**src/rtl/plris_pkg.sv**
```systemverilog
/*
 Constants for the dual PLL reference input selector: register map, field
 positions, legal divider ranges and monitor timing.
 Assumes a 100 MHz core clock and a plain one-cycle register port.
*/
// Contract
// Feedback divider: integer 1..4095, numerator 0..4194303, denominator 1..4194303.
// Primary path divider 1..8 in 3 bits; secondary path undivided.
// Each PLL has a 5-bit reference divider 1..32 after the doubler.
// Doubler multiplies by 1 when off, 2 when on.
// Each output channel divider is 8 bits, ratio 1..256.
// Post-divider takes 2..8 between VCO and output divider; the 3-bit field here gives 2..7 only.
// Output follows reference or VCO/(post x output divider) per source mux.
// Each PLL has its own selector, moded by select pin or register.
// Switching between references never glitches the selector output.
// Auto mode leaves a lost primary for the secondary by itself.
// Auto mode returns to primary once it is present again.
// With both lost, auto mode waits on the secondary.
// Both lost raises the lost flag and disables PLL outputs.
// Sources keep within 2000 ppm of each other for auto switching.
// Mode 00 auto prefer primary, 10 force primary, 11 force secondary.
// Mode 01: select pin low, mid or high picks per-PLL behaviour.
// Auto, keep-alive clear: secondary path off after returning to primary.
// Software sets keep-alive, low bandwidth, mute bypass clear for switching.
// Software clears mute bypass of unmuted outputs.
// Invalid selected source mutes the output, forced low.
// Three-level pin decoded low, mid, high and latched at reset.
// Activity monitor counts edges per window; none means absent.
// Low mode bits steer the first PLL, high bits the second.
package plris_pkg;
   localparam int unsigned ADDR_W = 4;
   localparam int unsigned DATA_W = 32;
   // Register word addresses
   localparam logic [3:0] ADDR_CTRL   = 4'h0;
   localparam logic [3:0] ADDR_STATUS = 4'h1;
   localparam logic [3:0] ADDR_DIV0   = 4'h2;
   localparam logic [3:0] ADDR_NUM0   = 4'h4;
   localparam logic [3:0] ADDR_DEN0   = 4'h6;
   // Control fields
   localparam int unsigned CTRL_KEEP  = 4;
   localparam int unsigned CTRL_DBL   = 5;
   localparam int unsigned CTRL_OMUX  = 7;
   localparam logic [8:0]  CTRL_RESET = 9'h000;
   // Divider word fields
   localparam int unsigned DIV_PRE_LSB  = 0;
   localparam int unsigned DIV_REF_LSB  = 3;
   localparam int unsigned DIV_POST_LSB = 8;
   localparam int unsigned DIV_OUT_LSB  = 11;
   localparam int unsigned DIV_INT_LSB  = 19;
   localparam logic [30:0] DIV_RESET    = 31'h0008_0200;
   // Legal minimums
   localparam logic [2:0]  POST_MIN = 3'h2;
   localparam logic [11:0] INT_MIN  = 12'h001;
   localparam logic [21:0] DEN_MIN  = 22'h00_0001;
   // Mode field codes
   localparam logic [1:0] MODE_AUTO = 2'h0;
   localparam logic [1:0] MODE_PIN  = 2'h1;
   localparam logic [1:0] MODE_PRI  = 2'h2;
   localparam logic [1:0] MODE_SEC  = 2'h3;
   // Pin levels
   localparam logic [1:0] PIN_LOW = 2'h0;
   localparam logic [1:0] PIN_MID = 2'h1;
   localparam logic [1:0] PIN_HIGH = 2'h2;
   // Activity monitor window
   localparam int unsigned CLK_MHZ    = 100;
   localparam int unsigned MON_WIN_NS = 640;
   localparam int unsigned MON_WIN_CYC = MON_WIN_NS * CLK_MHZ / 1000;
   localparam logic [1:0] BOOT_LATCH = 2'h3;
   typedef enum logic [1:0] {SEL_RUN, SEL_PARK, SEL_WAIT} plris_sel_t;
endpackage

```
**src/rtl/plris_top.sv**
```systemverilog
/*
 Dual PLL reference input selector with divider configuration registers.
 Assumes reference clocks and the select pin comparators are asynchronous
 to core_clk_in; the register master follows the plain strobe protocol.
*/
// Strobed register access and the placing of the registers were left to the implementer.
`timescale 1ns/1ps
module plris_top (
   input  wire logic              core_clk_in,
   input  wire logic              rst_n_in,
   input  wire logic [3:0]        addr_in,
   input  wire logic [31:0]       wdata_in,
   input  wire logic              wr_in,
   input  wire logic              rd_in,
   output logic      [31:0]       rdata_out,
   input  wire logic              primary_reference_in,
   input  wire logic              secondary_reference_in,
   input  wire logic              pin_above_low_in,
   input  wire logic              pin_above_mid_in,
   input  wire logic [1:0]        pll_lock_in,
   output logic [1:0]             pll_ref_out,
   output logic [1:0]             sel_secondary_out,
   output logic                   both_refs_lost_flag_out,
   output logic                   pll_out_disable_out,
   output logic                   secondary_path_en_out,
   output logic [1:0]             channel_mute_enable_out,
   output logic [1:0][2:0]        pre_div_out,
   output logic [1:0]             doubler_en_out,
   output logic [1:0][4:0]        ref_div_out,
   output logic [1:0][2:0]        post_div_out,
   output logic [1:0][7:0]        output_divide_value_out,
   output logic [1:0][11:0]       fb_int_out,
   output logic [1:0][21:0]       fb_num_out,
   output logic [1:0][21:0]       feedback_denominator_out,
   output logic [1:0]             output_source_mux_out
);
   localparam int unsigned NSYNC = 4;
   logic [NSYNC-1:0] sync1_q;
   logic [NSYNC-1:0] sync2_q;
   logic [NSYNC-1:0] async_in;
   logic [8:0]       ctrl_q;
   logic [1:0][30:0] div_q;
   logic [1:0][21:0] num_q;
   logic [1:0][21:0] den_q;
   logic [1:0]       mid_level_pin_state;
   logic [1:0]       pin_level_q;
   logic [1:0]       boot_q;
   logic             latched_q;
   logic [1:0]       ref_now;
   logic [1:0]       ref_ok_q;
   logic [15:0]      win_q;
   logic             win_end;
   logic [1:0]       cur_sec;
   logic [1:0]       in_run;
   logic             both_lost;
   logic             sec_path_q;
   logic             any_auto;
   logic [31:0]      rd_mux;
   logic [31:0]      status_w;

   // Reference edges are only ever seen through these, so anything faster
   // than about a quarter of the core clock aliases and may read absent.
   // Two-stage synchronisers for every asynchronous input
   assign async_in = {pin_above_mid_in, pin_above_low_in,
                      secondary_reference_in, primary_reference_in};
   always_ff @(posedge core_clk_in or negedge rst_n_in) begin
      if (!rst_n_in) begin
         sync1_q <= '0;
         sync2_q <= '0;
      end else begin
         sync1_q <= async_in;
         sync2_q <= sync1_q;
      end
   end
   assign ref_now = sync2_q[1:0];

   // Select pin decode: above-mid comparator set is high, above-low alone is mid
   assign mid_level_pin_state = sync2_q[3] ? plris_pkg::PIN_HIGH :
                                sync2_q[2] ? plris_pkg::PIN_MID : plris_pkg::PIN_LOW;

   // Later pin moves are ignored on purpose: a mode change mid-run would
   // move both selectors at once, though each still parks low and breaks before make.
   // Pin level is caught once, after the synchronisers have filled
   always_ff @(posedge core_clk_in or negedge rst_n_in) begin
      if (!rst_n_in) begin
         boot_q      <= '0;
         latched_q   <= 1'b0;
         pin_level_q <= plris_pkg::PIN_LOW;
      end else if (!latched_q) begin
         boot_q <= boot_q + 2'h1;
         if (boot_q == plris_pkg::BOOT_LATCH) begin
            latched_q   <= 1'b1;
            pin_level_q <= mid_level_pin_state;
         end
      end
   end

   // One window serves both monitors; loss is seen one to two windows late,
   // which bounds how long a dead primary keeps feeding the PLL.
   // Shared monitor window in core clocks
   assign win_end = (win_q == 16'(plris_pkg::MON_WIN_CYC - 1));
   always_ff @(posedge core_clk_in or negedge rst_n_in) begin
      if (!rst_n_in) begin
         win_q <= '0;
      end else begin
         win_q <= win_end ? 16'h0000 : win_q + 16'h0001;
      end
   end

   // Per-reference activity monitor: a window without a rising edge means absent.
   // A stopped reference may rest high or low; only edges count, so either reads absent.
   generate
      for (genvar r = 0; r < 2; r++) begin : g_mon
         logic edge_w;
         logic prev_q;
         logic seen_q;
         logic ok_q;
         assign edge_w = ref_now[r] & ~prev_q;
         // An edge in the closing cycle still counts for the window it ends
         always_ff @(posedge core_clk_in or negedge rst_n_in) begin
            if (!rst_n_in) begin
               prev_q <= 1'b0;
               seen_q <= 1'b0;
               ok_q   <= 1'b0;
            end else begin
               prev_q <= ref_now[r];
               if (win_end) begin
                  ok_q   <= seen_q | edge_w;
                  seen_q <= 1'b0;
               end else if (edge_w) begin
                  seen_q <= 1'b1;
               end
            end
         end
         assign ref_ok_q[r] = ok_q;
      end
   endgenerate
   // Both lost is a level, not sticky: it drops once a window sees an edge
   assign both_lost = ~ref_ok_q[0] & ~ref_ok_q[1];

   // Per-PLL selector
   generate
      for (genvar p = 0; p < 2; p++) begin : g_sel
         logic [1:0]             mode_w;
         logic                   auto_w;
         logic                   force_sec_w;
         logic                   tgt_w;
         logic                   src_w;
         plris_pkg::plris_sel_t  st_q;
         plris_pkg::plris_sel_t  st_d;
         logic                   cur_q;
         logic                   cur_d;
         logic                   out_q;
         logic                   out_d;
         logic                   mute_q;
         assign mode_w = ctrl_q[2*p +: 2];
         // Mode decode; pin mid keeps the first PLL automatic, second on secondary
         assign auto_w = (mode_w == plris_pkg::MODE_AUTO) |
                         ((mode_w == plris_pkg::MODE_PIN) &
                          ((pin_level_q == plris_pkg::PIN_HIGH) |
                           ((pin_level_q == plris_pkg::PIN_MID) & (p == 0))));
         assign force_sec_w = (mode_w == plris_pkg::MODE_SEC) |
                              ((mode_w == plris_pkg::MODE_PIN) & (p == 1) &
                               (pin_level_q != plris_pkg::PIN_HIGH));
         // Auto prefers primary; with both lost it stays on secondary
         assign tgt_w = auto_w ? ~ref_ok_q[0] : force_sec_w;
         assign src_w = cur_q ? ref_now[1] : ref_now[0];

         // Trade-off: a switch costs up to one reference period of low output,
         // but the PLL never sees a shortened high phase; only the low phase across a switch can be shorter.
         // Break before make: park low on the old source, adopt the new while low
         always_comb begin
            st_d  = st_q;
            cur_d = cur_q;
            out_d = out_q;
            unique case (st_q)
               plris_pkg::SEL_RUN: begin
                  out_d = src_w;
                  if (tgt_w != cur_q) begin
                     st_d  = plris_pkg::SEL_PARK;
                     out_d = out_q & src_w;
                  end
               end
               plris_pkg::SEL_PARK: begin
                  out_d = out_q & src_w;
                  if (!out_q) begin
                     cur_d = tgt_w;
                     st_d  = plris_pkg::SEL_WAIT;
                  end
               end
               plris_pkg::SEL_WAIT: begin
                  out_d = 1'b0;
                  cur_d = tgt_w;
                  if (!src_w) begin
                     st_d = plris_pkg::SEL_RUN;
                  end
               end
            endcase
         end

         // Reset waits on primary with the output low and the channel muted
         always_ff @(posedge core_clk_in or negedge rst_n_in) begin
            if (!rst_n_in) begin
               st_q   <= plris_pkg::SEL_WAIT;
               cur_q  <= 1'b0;
               out_q  <= 1'b0;
               mute_q <= 1'b1;
            end else begin
               st_q   <= st_d;
               cur_q  <= cur_d;
               out_q  <= out_d;
               // Selected source invalid or both lost forces the channel low
               mute_q <= ctrl_q[plris_pkg::CTRL_OMUX + p] ?
                         ~ref_ok_q[cur_q] : (~pll_lock_in[p] | both_lost);
            end
         end
         assign pll_ref_out[p]             = out_q;
         assign cur_sec[p]                 = cur_q;
         assign in_run[p]                  = (st_q == plris_pkg::SEL_RUN) & auto_w;
         assign channel_mute_enable_out[p] = mute_q;
         assign output_source_mux_out[p]   = ctrl_q[plris_pkg::CTRL_OMUX + p];

         // Pre, reference and output divider fields hold ratio minus one, so every
         // code is legal and no clamp is needed there.
         // Legalised divider settings
         assign pre_div_out[p]  = div_q[p][plris_pkg::DIV_PRE_LSB +: 3];
         assign doubler_en_out[p] = ctrl_q[plris_pkg::CTRL_DBL + p];
         assign ref_div_out[p]  = div_q[p][plris_pkg::DIV_REF_LSB +: 5];
         assign post_div_out[p] = (div_q[p][plris_pkg::DIV_POST_LSB +: 3] < plris_pkg::POST_MIN)
                                  ? plris_pkg::POST_MIN
                                  : div_q[p][plris_pkg::DIV_POST_LSB +: 3];
         assign output_divide_value_out[p] = div_q[p][plris_pkg::DIV_OUT_LSB +: 8];
         assign fb_int_out[p] = (div_q[p][plris_pkg::DIV_INT_LSB +: 12] == 12'h000)
                                ? plris_pkg::INT_MIN
                                : div_q[p][plris_pkg::DIV_INT_LSB +: 12];
         assign fb_num_out[p] = num_q[p];
         assign feedback_denominator_out[p] = (den_q[p] == 22'h00_0000)
                                              ? plris_pkg::DEN_MIN : den_q[p];
      end
   endgenerate

   // Keep-alive wins over the shutdown condition, so software can always
   // reopen the path before relying on automatic switching again.
   // Secondary path shuts once both PLLs are on primary, one running automatic, with primary present
   assign any_auto = in_run[0] | in_run[1];
   always_ff @(posedge core_clk_in or negedge rst_n_in) begin
      if (!rst_n_in) begin
         sec_path_q <= 1'b1;
      end else if (ctrl_q[plris_pkg::CTRL_KEEP]) begin
         sec_path_q <= 1'b1;
      end else if (any_auto & ~cur_sec[0] & ~cur_sec[1] & ref_ok_q[0]) begin
         sec_path_q <= 1'b0;
      end
   end
   assign secondary_path_en_out   = sec_path_q;
   assign sel_secondary_out       = cur_sec;
   assign both_refs_lost_flag_out = both_lost;
   assign pll_out_disable_out     = both_lost;

   // Divider words are ignored beyond bit 30; a zero integer or denominator
   // is legalised on the way out rather than refused here.
   // Register writes; divider fields hold ratio minus one except post and integer
   always_ff @(posedge core_clk_in or negedge rst_n_in) begin
      if (!rst_n_in) begin
         ctrl_q <= plris_pkg::CTRL_RESET;
         div_q  <= {2{plris_pkg::DIV_RESET}};
         num_q  <= '0;
         den_q  <= {2{plris_pkg::DEN_MIN}};
      end else if (wr_in) begin
         unique case (addr_in)
            plris_pkg::ADDR_CTRL:     ctrl_q   <= wdata_in[8:0];
            plris_pkg::ADDR_DIV0:     div_q[0] <= wdata_in[30:0];
            plris_pkg::ADDR_DIV0 + 4'h1: div_q[1] <= wdata_in[30:0];
            plris_pkg::ADDR_NUM0:     num_q[0] <= wdata_in[21:0];
            plris_pkg::ADDR_NUM0 + 4'h1: num_q[1] <= wdata_in[21:0];
            plris_pkg::ADDR_DEN0:     den_q[0] <= wdata_in[21:0];
            plris_pkg::ADDR_DEN0 + 4'h1: den_q[1] <= wdata_in[21:0];
            default: ;
         endcase
      end
   end

   // Read decode; unmapped words read zero
   // Status word; bits above the pin level read zero
   assign status_w = {24'h00_0000,
                      pin_level_q,
                      sec_path_q,
                      both_lost,
                      cur_sec,
                      ref_ok_q};
   assign rd_mux = (addr_in == plris_pkg::ADDR_CTRL)       ? {23'h00_0000, ctrl_q} :
                   (addr_in == plris_pkg::ADDR_STATUS)     ? status_w :
                   (addr_in == plris_pkg::ADDR_DIV0)       ? {1'b0, div_q[0]} :
                   (addr_in == plris_pkg::ADDR_DIV0 + 4'h1) ? {1'b0, div_q[1]} :
                   (addr_in == plris_pkg::ADDR_NUM0)       ? {10'h000, num_q[0]} :
                   (addr_in == plris_pkg::ADDR_NUM0 + 4'h1) ? {10'h000, num_q[1]} :
                   (addr_in == plris_pkg::ADDR_DEN0)       ? {10'h000, den_q[0]} :
                   (addr_in == plris_pkg::ADDR_DEN0 + 4'h1) ? {10'h000, den_q[1]} :
                   32'h0000_0000;
   // Read data stands one cycle only; it is zero whenever no read was strobed,
   // which keeps a missed strobe from looking like a stale register.
   always_ff @(posedge core_clk_in or negedge rst_n_in) begin
      if (!rst_n_in) begin
         rdata_out <= '0;
      end else begin
         rdata_out <= rd_in ? rd_mux : 32'h0000_0000;
      end
   end
endmodule

```
**config.mk**
```make
export PLATFORM = sky130hd
export DESIGN_NAME = plris_top
export DESIGN_NICKNAME = d
export VERILOG_FILES = /design/src/rtl/plris_pkg.sv /design/src/rtl/plris_top.sv
export SDC_FILE = /design/constraint.sdc
export NUM_CORES = 1
export LEC_CHECK = 0
export ABC_AREA = 1
export ABC_CLOCK_PERIOD_IN_PS = 2800
export BUFFER_PORTS_ARGS = -buffer_cell sky130_fd_sc_hd__buf_4
export CAP_MARGIN = 20
export CORE_UTILIZATION = 46
export DETAILED_ROUTE_END_ITERATION = 10
export PLACE_DENSITY_LB_ADDON = 0.15
export SLEW_MARGIN = 20
export SYNTH_ARGS = -nofsm -noshare
export SYNTH_HDL_FRONTEND = slang
export SYNTH_SLANG_ARGS = --single-unit
```
**constraint.sdc**
```tcl
create_clock -name core_clk_in -period 2.8 [get_ports core_clk_in]
set_clock_uncertainty 0.15 [all_clocks]
set_input_delay 0.42 -clock core_clk_in [delete_from_list [all_inputs] [get_ports core_clk_in]]
set_output_delay 0.42 -clock core_clk_in [all_outputs]
set_load 0.02 [all_outputs]
```
==> metrics.sh <==
SHARE_OF_THE_SYNTHESIZED_AREA_IN_THE_TOP_CELL_TYPE_PCT=51.7
FINALNONFILLERCELLS=1763
POST_CTS.RESIZED_INSTANCES=0
WIRE_LENGTH_REPORTED_BY_THE_DETAILED_ROUTER_UM=30300
DETAILED_PLACE_HPWL_UM=21500
GRT_PASS1_WL_UM=47900
GRT.MET2_USAGE_PCT=39.5
ROUTED-VIA-COUNT=8986
SYNTH.FF_LATCH_COUNT=236
WORST-ENDPOINT-ARRIVAL_PS=1810
SWITCHINGPOWER_mW=3.52
CTS-HTREE-LEVELS=1
YS_TOP_CELLS_BY_AREA='dfrtp_1 52%, nand2_1 10%, o21ai_0 7.9%'
LAYOUT.CORE_UTILIZATION_PCT=58.0
RATIO_OF_TOTAL_POWER_TO_CELL_AREA_nW_PER_UM2=785
GR_UTIL_MET3_PCT=4.14
WORSTHOLDPATHCELLS=3
CRIT_PATH_START='den_q[29]$_DFFE_PN0P_'
SYNTHTOLAYOUTAREAGROWTH_PCT=21.9
GRT_ANTENNA_BEFORE_REPAIR=0
TIMING.CRITICAL_PATH.FANOUT_MAX=4
CTS_MAX_PATH_BUFFERS=3
FF2FF_SETUP_SLACK_PS=940
WORSTREG2REGEND='g_sel[0].st_q[0]$_DFFE_PN0P_'
NETS=1487
POSTCTSSETUPBUFFERS=0
VIAS_PER_CELL=5.10
RR_WORST_DEPTH=10
MAX-VDD-IR-DROP_mV=0.452
CLOCK_POWER_SHARE_PCT=29.9
MAX_CAP_VIOLATIONS=0
SETUP_REPAIR_AFTER_GLOBAL_ROUTING_MISSED_ITS_MARGIN='false'
HOLD_PATH_ENDPOINT='div_q[24]$_DFFE_PN0P_'
FINAL_HOLD_VIOL_COUNT=0
SEQUENTIAL_CELL_FRACTION_OF_TOTAL_POWER_PCT=43.8
POWER_LEAKAGE_nW=6.85
CLK_PIN_SLEW_PS=60
FINAL-SEQ-AREA_UM2=5920
GRT_MAX_DEGREE=72
SYNTH.NET_COUNT=1356
GRT_OVERFLOW=0
MAX-SLEW-MARGIN-REL_PCT=43.5
LAYOUT.CELLS.MOST_COMMON='nand2_1'
DIE_HEIGHT_UM=156
DETAIL_ROUTE.WL_PER_CELL_UM=17.2
P_SW_SHARE_PCT=33.7
FINAL_LAYOUT_SIZE_SUFFIX_GT1_SHARE_PCT=23.2
CORE_REGION_UM2=22900
CRIT_PATH_CLASS='reg2out'
TIMING.HOLD.WORST.CLASS='in2reg'
EDFF_COUNT_SYNTH=0
CHIPWIDTH_UM=156
GP_CONGESTION=0.880
DESIGN.DIE.AREA_UM2=24300
TIMING.FINAL.CRIT_PERIOD_PS=2380
SETUP-TNS-FINAL_PS=0
FP-ROW-COUNT=55
DRC=0
CELL_AREA_AFTER_SYNTHESIS_UM2=10900
IOPINCOUNT=241
MULTIINPUTGATEAREA_UM2=3640
SETUP.WORST_PATH.START_CLASS='register'
CTS.SINK_COUNT=236
PLACED_CELLS=1712
SYNTH.DISTINCT_CELLS=40
CRITPATHCAPTURETYPE='output pin'
SHARE_COMB_OF_TOTAL_POWER_PCT=26.3
DRT.ANTENNA.VIOLATING_NETS=0
PERIOD_SHARE_PCT=85.1
CLOCKROOTBUFFER='clkbuf_16'
POWER.INTERNAL_mW=6.91
TOP_USAGE_LAYER='met2'
TIMING.FMAX_MHz=420
VIAS_IN_THE_FIRST_GLOBAL_ROUTE=8645
WORST_SKEW_PAIR.LATE_LATENCY_PS=510
CTS_INSERTED_BUFFERS=25
USE_MET1_PCT=36.3
CTS.HOLD.BUFFERS_ADDED=6
TRACK_USAGE_PCT=25.5
FIRST_ITER_VIOLATIONS=574
SETUP_VIOL=0
N_ANTENNA_CELL=0
MOSTFREQUENTLAYOUTCELLS='303 x nand2_1, 255 x buf_4, 225 x dfrtp_1'
SHARE_OF_ASYNC_SETTABLE_OR_ASYNC_RESETTABLE_FLOPS_AFTER_SYNTHESIS_PCT=100
N_FILL_CELL=2097
YS.WARNINGS.COUNT=0
FLOORPLAN.INITIALDENSITY_PCT=47.6
MAXSLEWVIOLCOUNT=0
CP_DATA_REQUIRED_TIME_PS=2230
POSTSYNTHCELLCOUNT=1301
MIN_FROM='wdata_in[24]'
SYNTH_LARGEST_AREA_CELL='dfrtp_1'
CRIT-REG2REG-LAUNCH='pin_level_q[0]$_DFFE_PN0P_'
SYNTH_FLOP_CELL='dfrtp_1'
RUN_STATUS='complete, no violations'
SYNTH_SEQUENTIAL_AREA_RATIO_PCT=54.3
CTS_TREE='yes'
DETAILEDROUTE.FIRSTPASSITERATIONCOUNT=5
TIGHTEST_SLEW_PS=845
IO_BUFFERS=238
SYN_AVG_CELL_AREA_UM2=8.38
## flip-flops by register name (all words and copies together), names as in the netlist, 4 cells and up
| name | cells |
|---|---|
| sync1_q | 4 |
| win_q | 16 |
| output_divide_value_out | 16 |
| pre_div_out | 6 |
| g_sel.st_q | 4 |
| fb_num_out | 44 |
| sync2_q | 4 |
| ref_div_out | 10 |
| div_q | 30 |
| den_q | 44 |
| rdata_out | 31 |
| ctrl_q | 9 |
## per-layer routing
layer / share of wire [%] / wire [um]
met3: 7.5 / 2260
met5: 0 / 0
met1: 44 / 13500
met2: 45 / 13700
met4: 2.8 / 862
## cells in the mapped netlist, drive strengths merged (6+ instances only)
cell type / number
nand4: 18
o21ai: 199
nor4: 16
dfrtp: 225
inv: 143
ha: 9
buf: 60
nand3: 57
a21oi: 46
clkbuf: 100
xor2: 9
dfstp: 11
nor3: 6
nand2: 310
nor2: 49
o22ai: 13
or2: 12
## area by class of cell
type                            instances  area share [%]
Clock buffer                           42            5.64
Clock inverter                          3           0.113
Inverter                              144            4.07
Multi-Input combinational cell        761            27.4
Sequential cell                       236            44.6
Tap cell                              313            2.95
Timing Repair Buffer                  264            15.3
## power by group through the flow
stage,Combinational [mW],Clock [mW],Sequential (mW)
5_1_grt,3.01,3.32,4.64
3_3_place_gp,2.69,0,4.61
6_report,2.74,3.12,4.57
2_1_floorplan,1.67,0,4.60
4_1_cts,2.76,3.18,4.56
3_5_place_dp,2.74,0,4.61
## cell families after synthesis
family / synth area share (%)
simple gates: 18.6
buf+inv: 12.3
compound gates: 12.7
flops: 54.3
xor+xnor: 0.884
fa+ha+maj: 1.03
other cells: 0.0344
## worst max-delay path, cell delays in order, from the launching register on
cell     delay [ps]
dfrtp_1         420
nor4_1          490
a41o_1          240
buf_4           150
## worst max-delay path by stage
stage / to / slack [ps] / cells past startpoint
2_1_floorplan: div_q[20]$_DFFE_PN0P_ / 1130 / 9
3_3_place_gp: ctrl_q[4]$_DFFE_PN0P_ / 500 / 8
3_5_place_dp: ctrl_q[6]$_DFFE_PN0P_ / 430 / 7
4_1_cts: feedback_denominator_out[22] / 420 / 3
5_1_grt: feedback_denominator_out[22] / 390 / 3
6_report: feedback_denominator_out[22] / 420 / 3
## stage by stage
step                power, mW  hold WS (ps)  setup WS [ps]  area (um2)
floorplan                6.27         -25.6           1130       10900
global route             11.0          26.3            389       13300
finish                   10.4          21.6            418       13300
CTS                      10.5         0.932            423       13300
detailed placement       7.35           166            429       12500
global placement         7.30           167            498       12500
No activity file was read; power rests on OpenSTA's default activity.
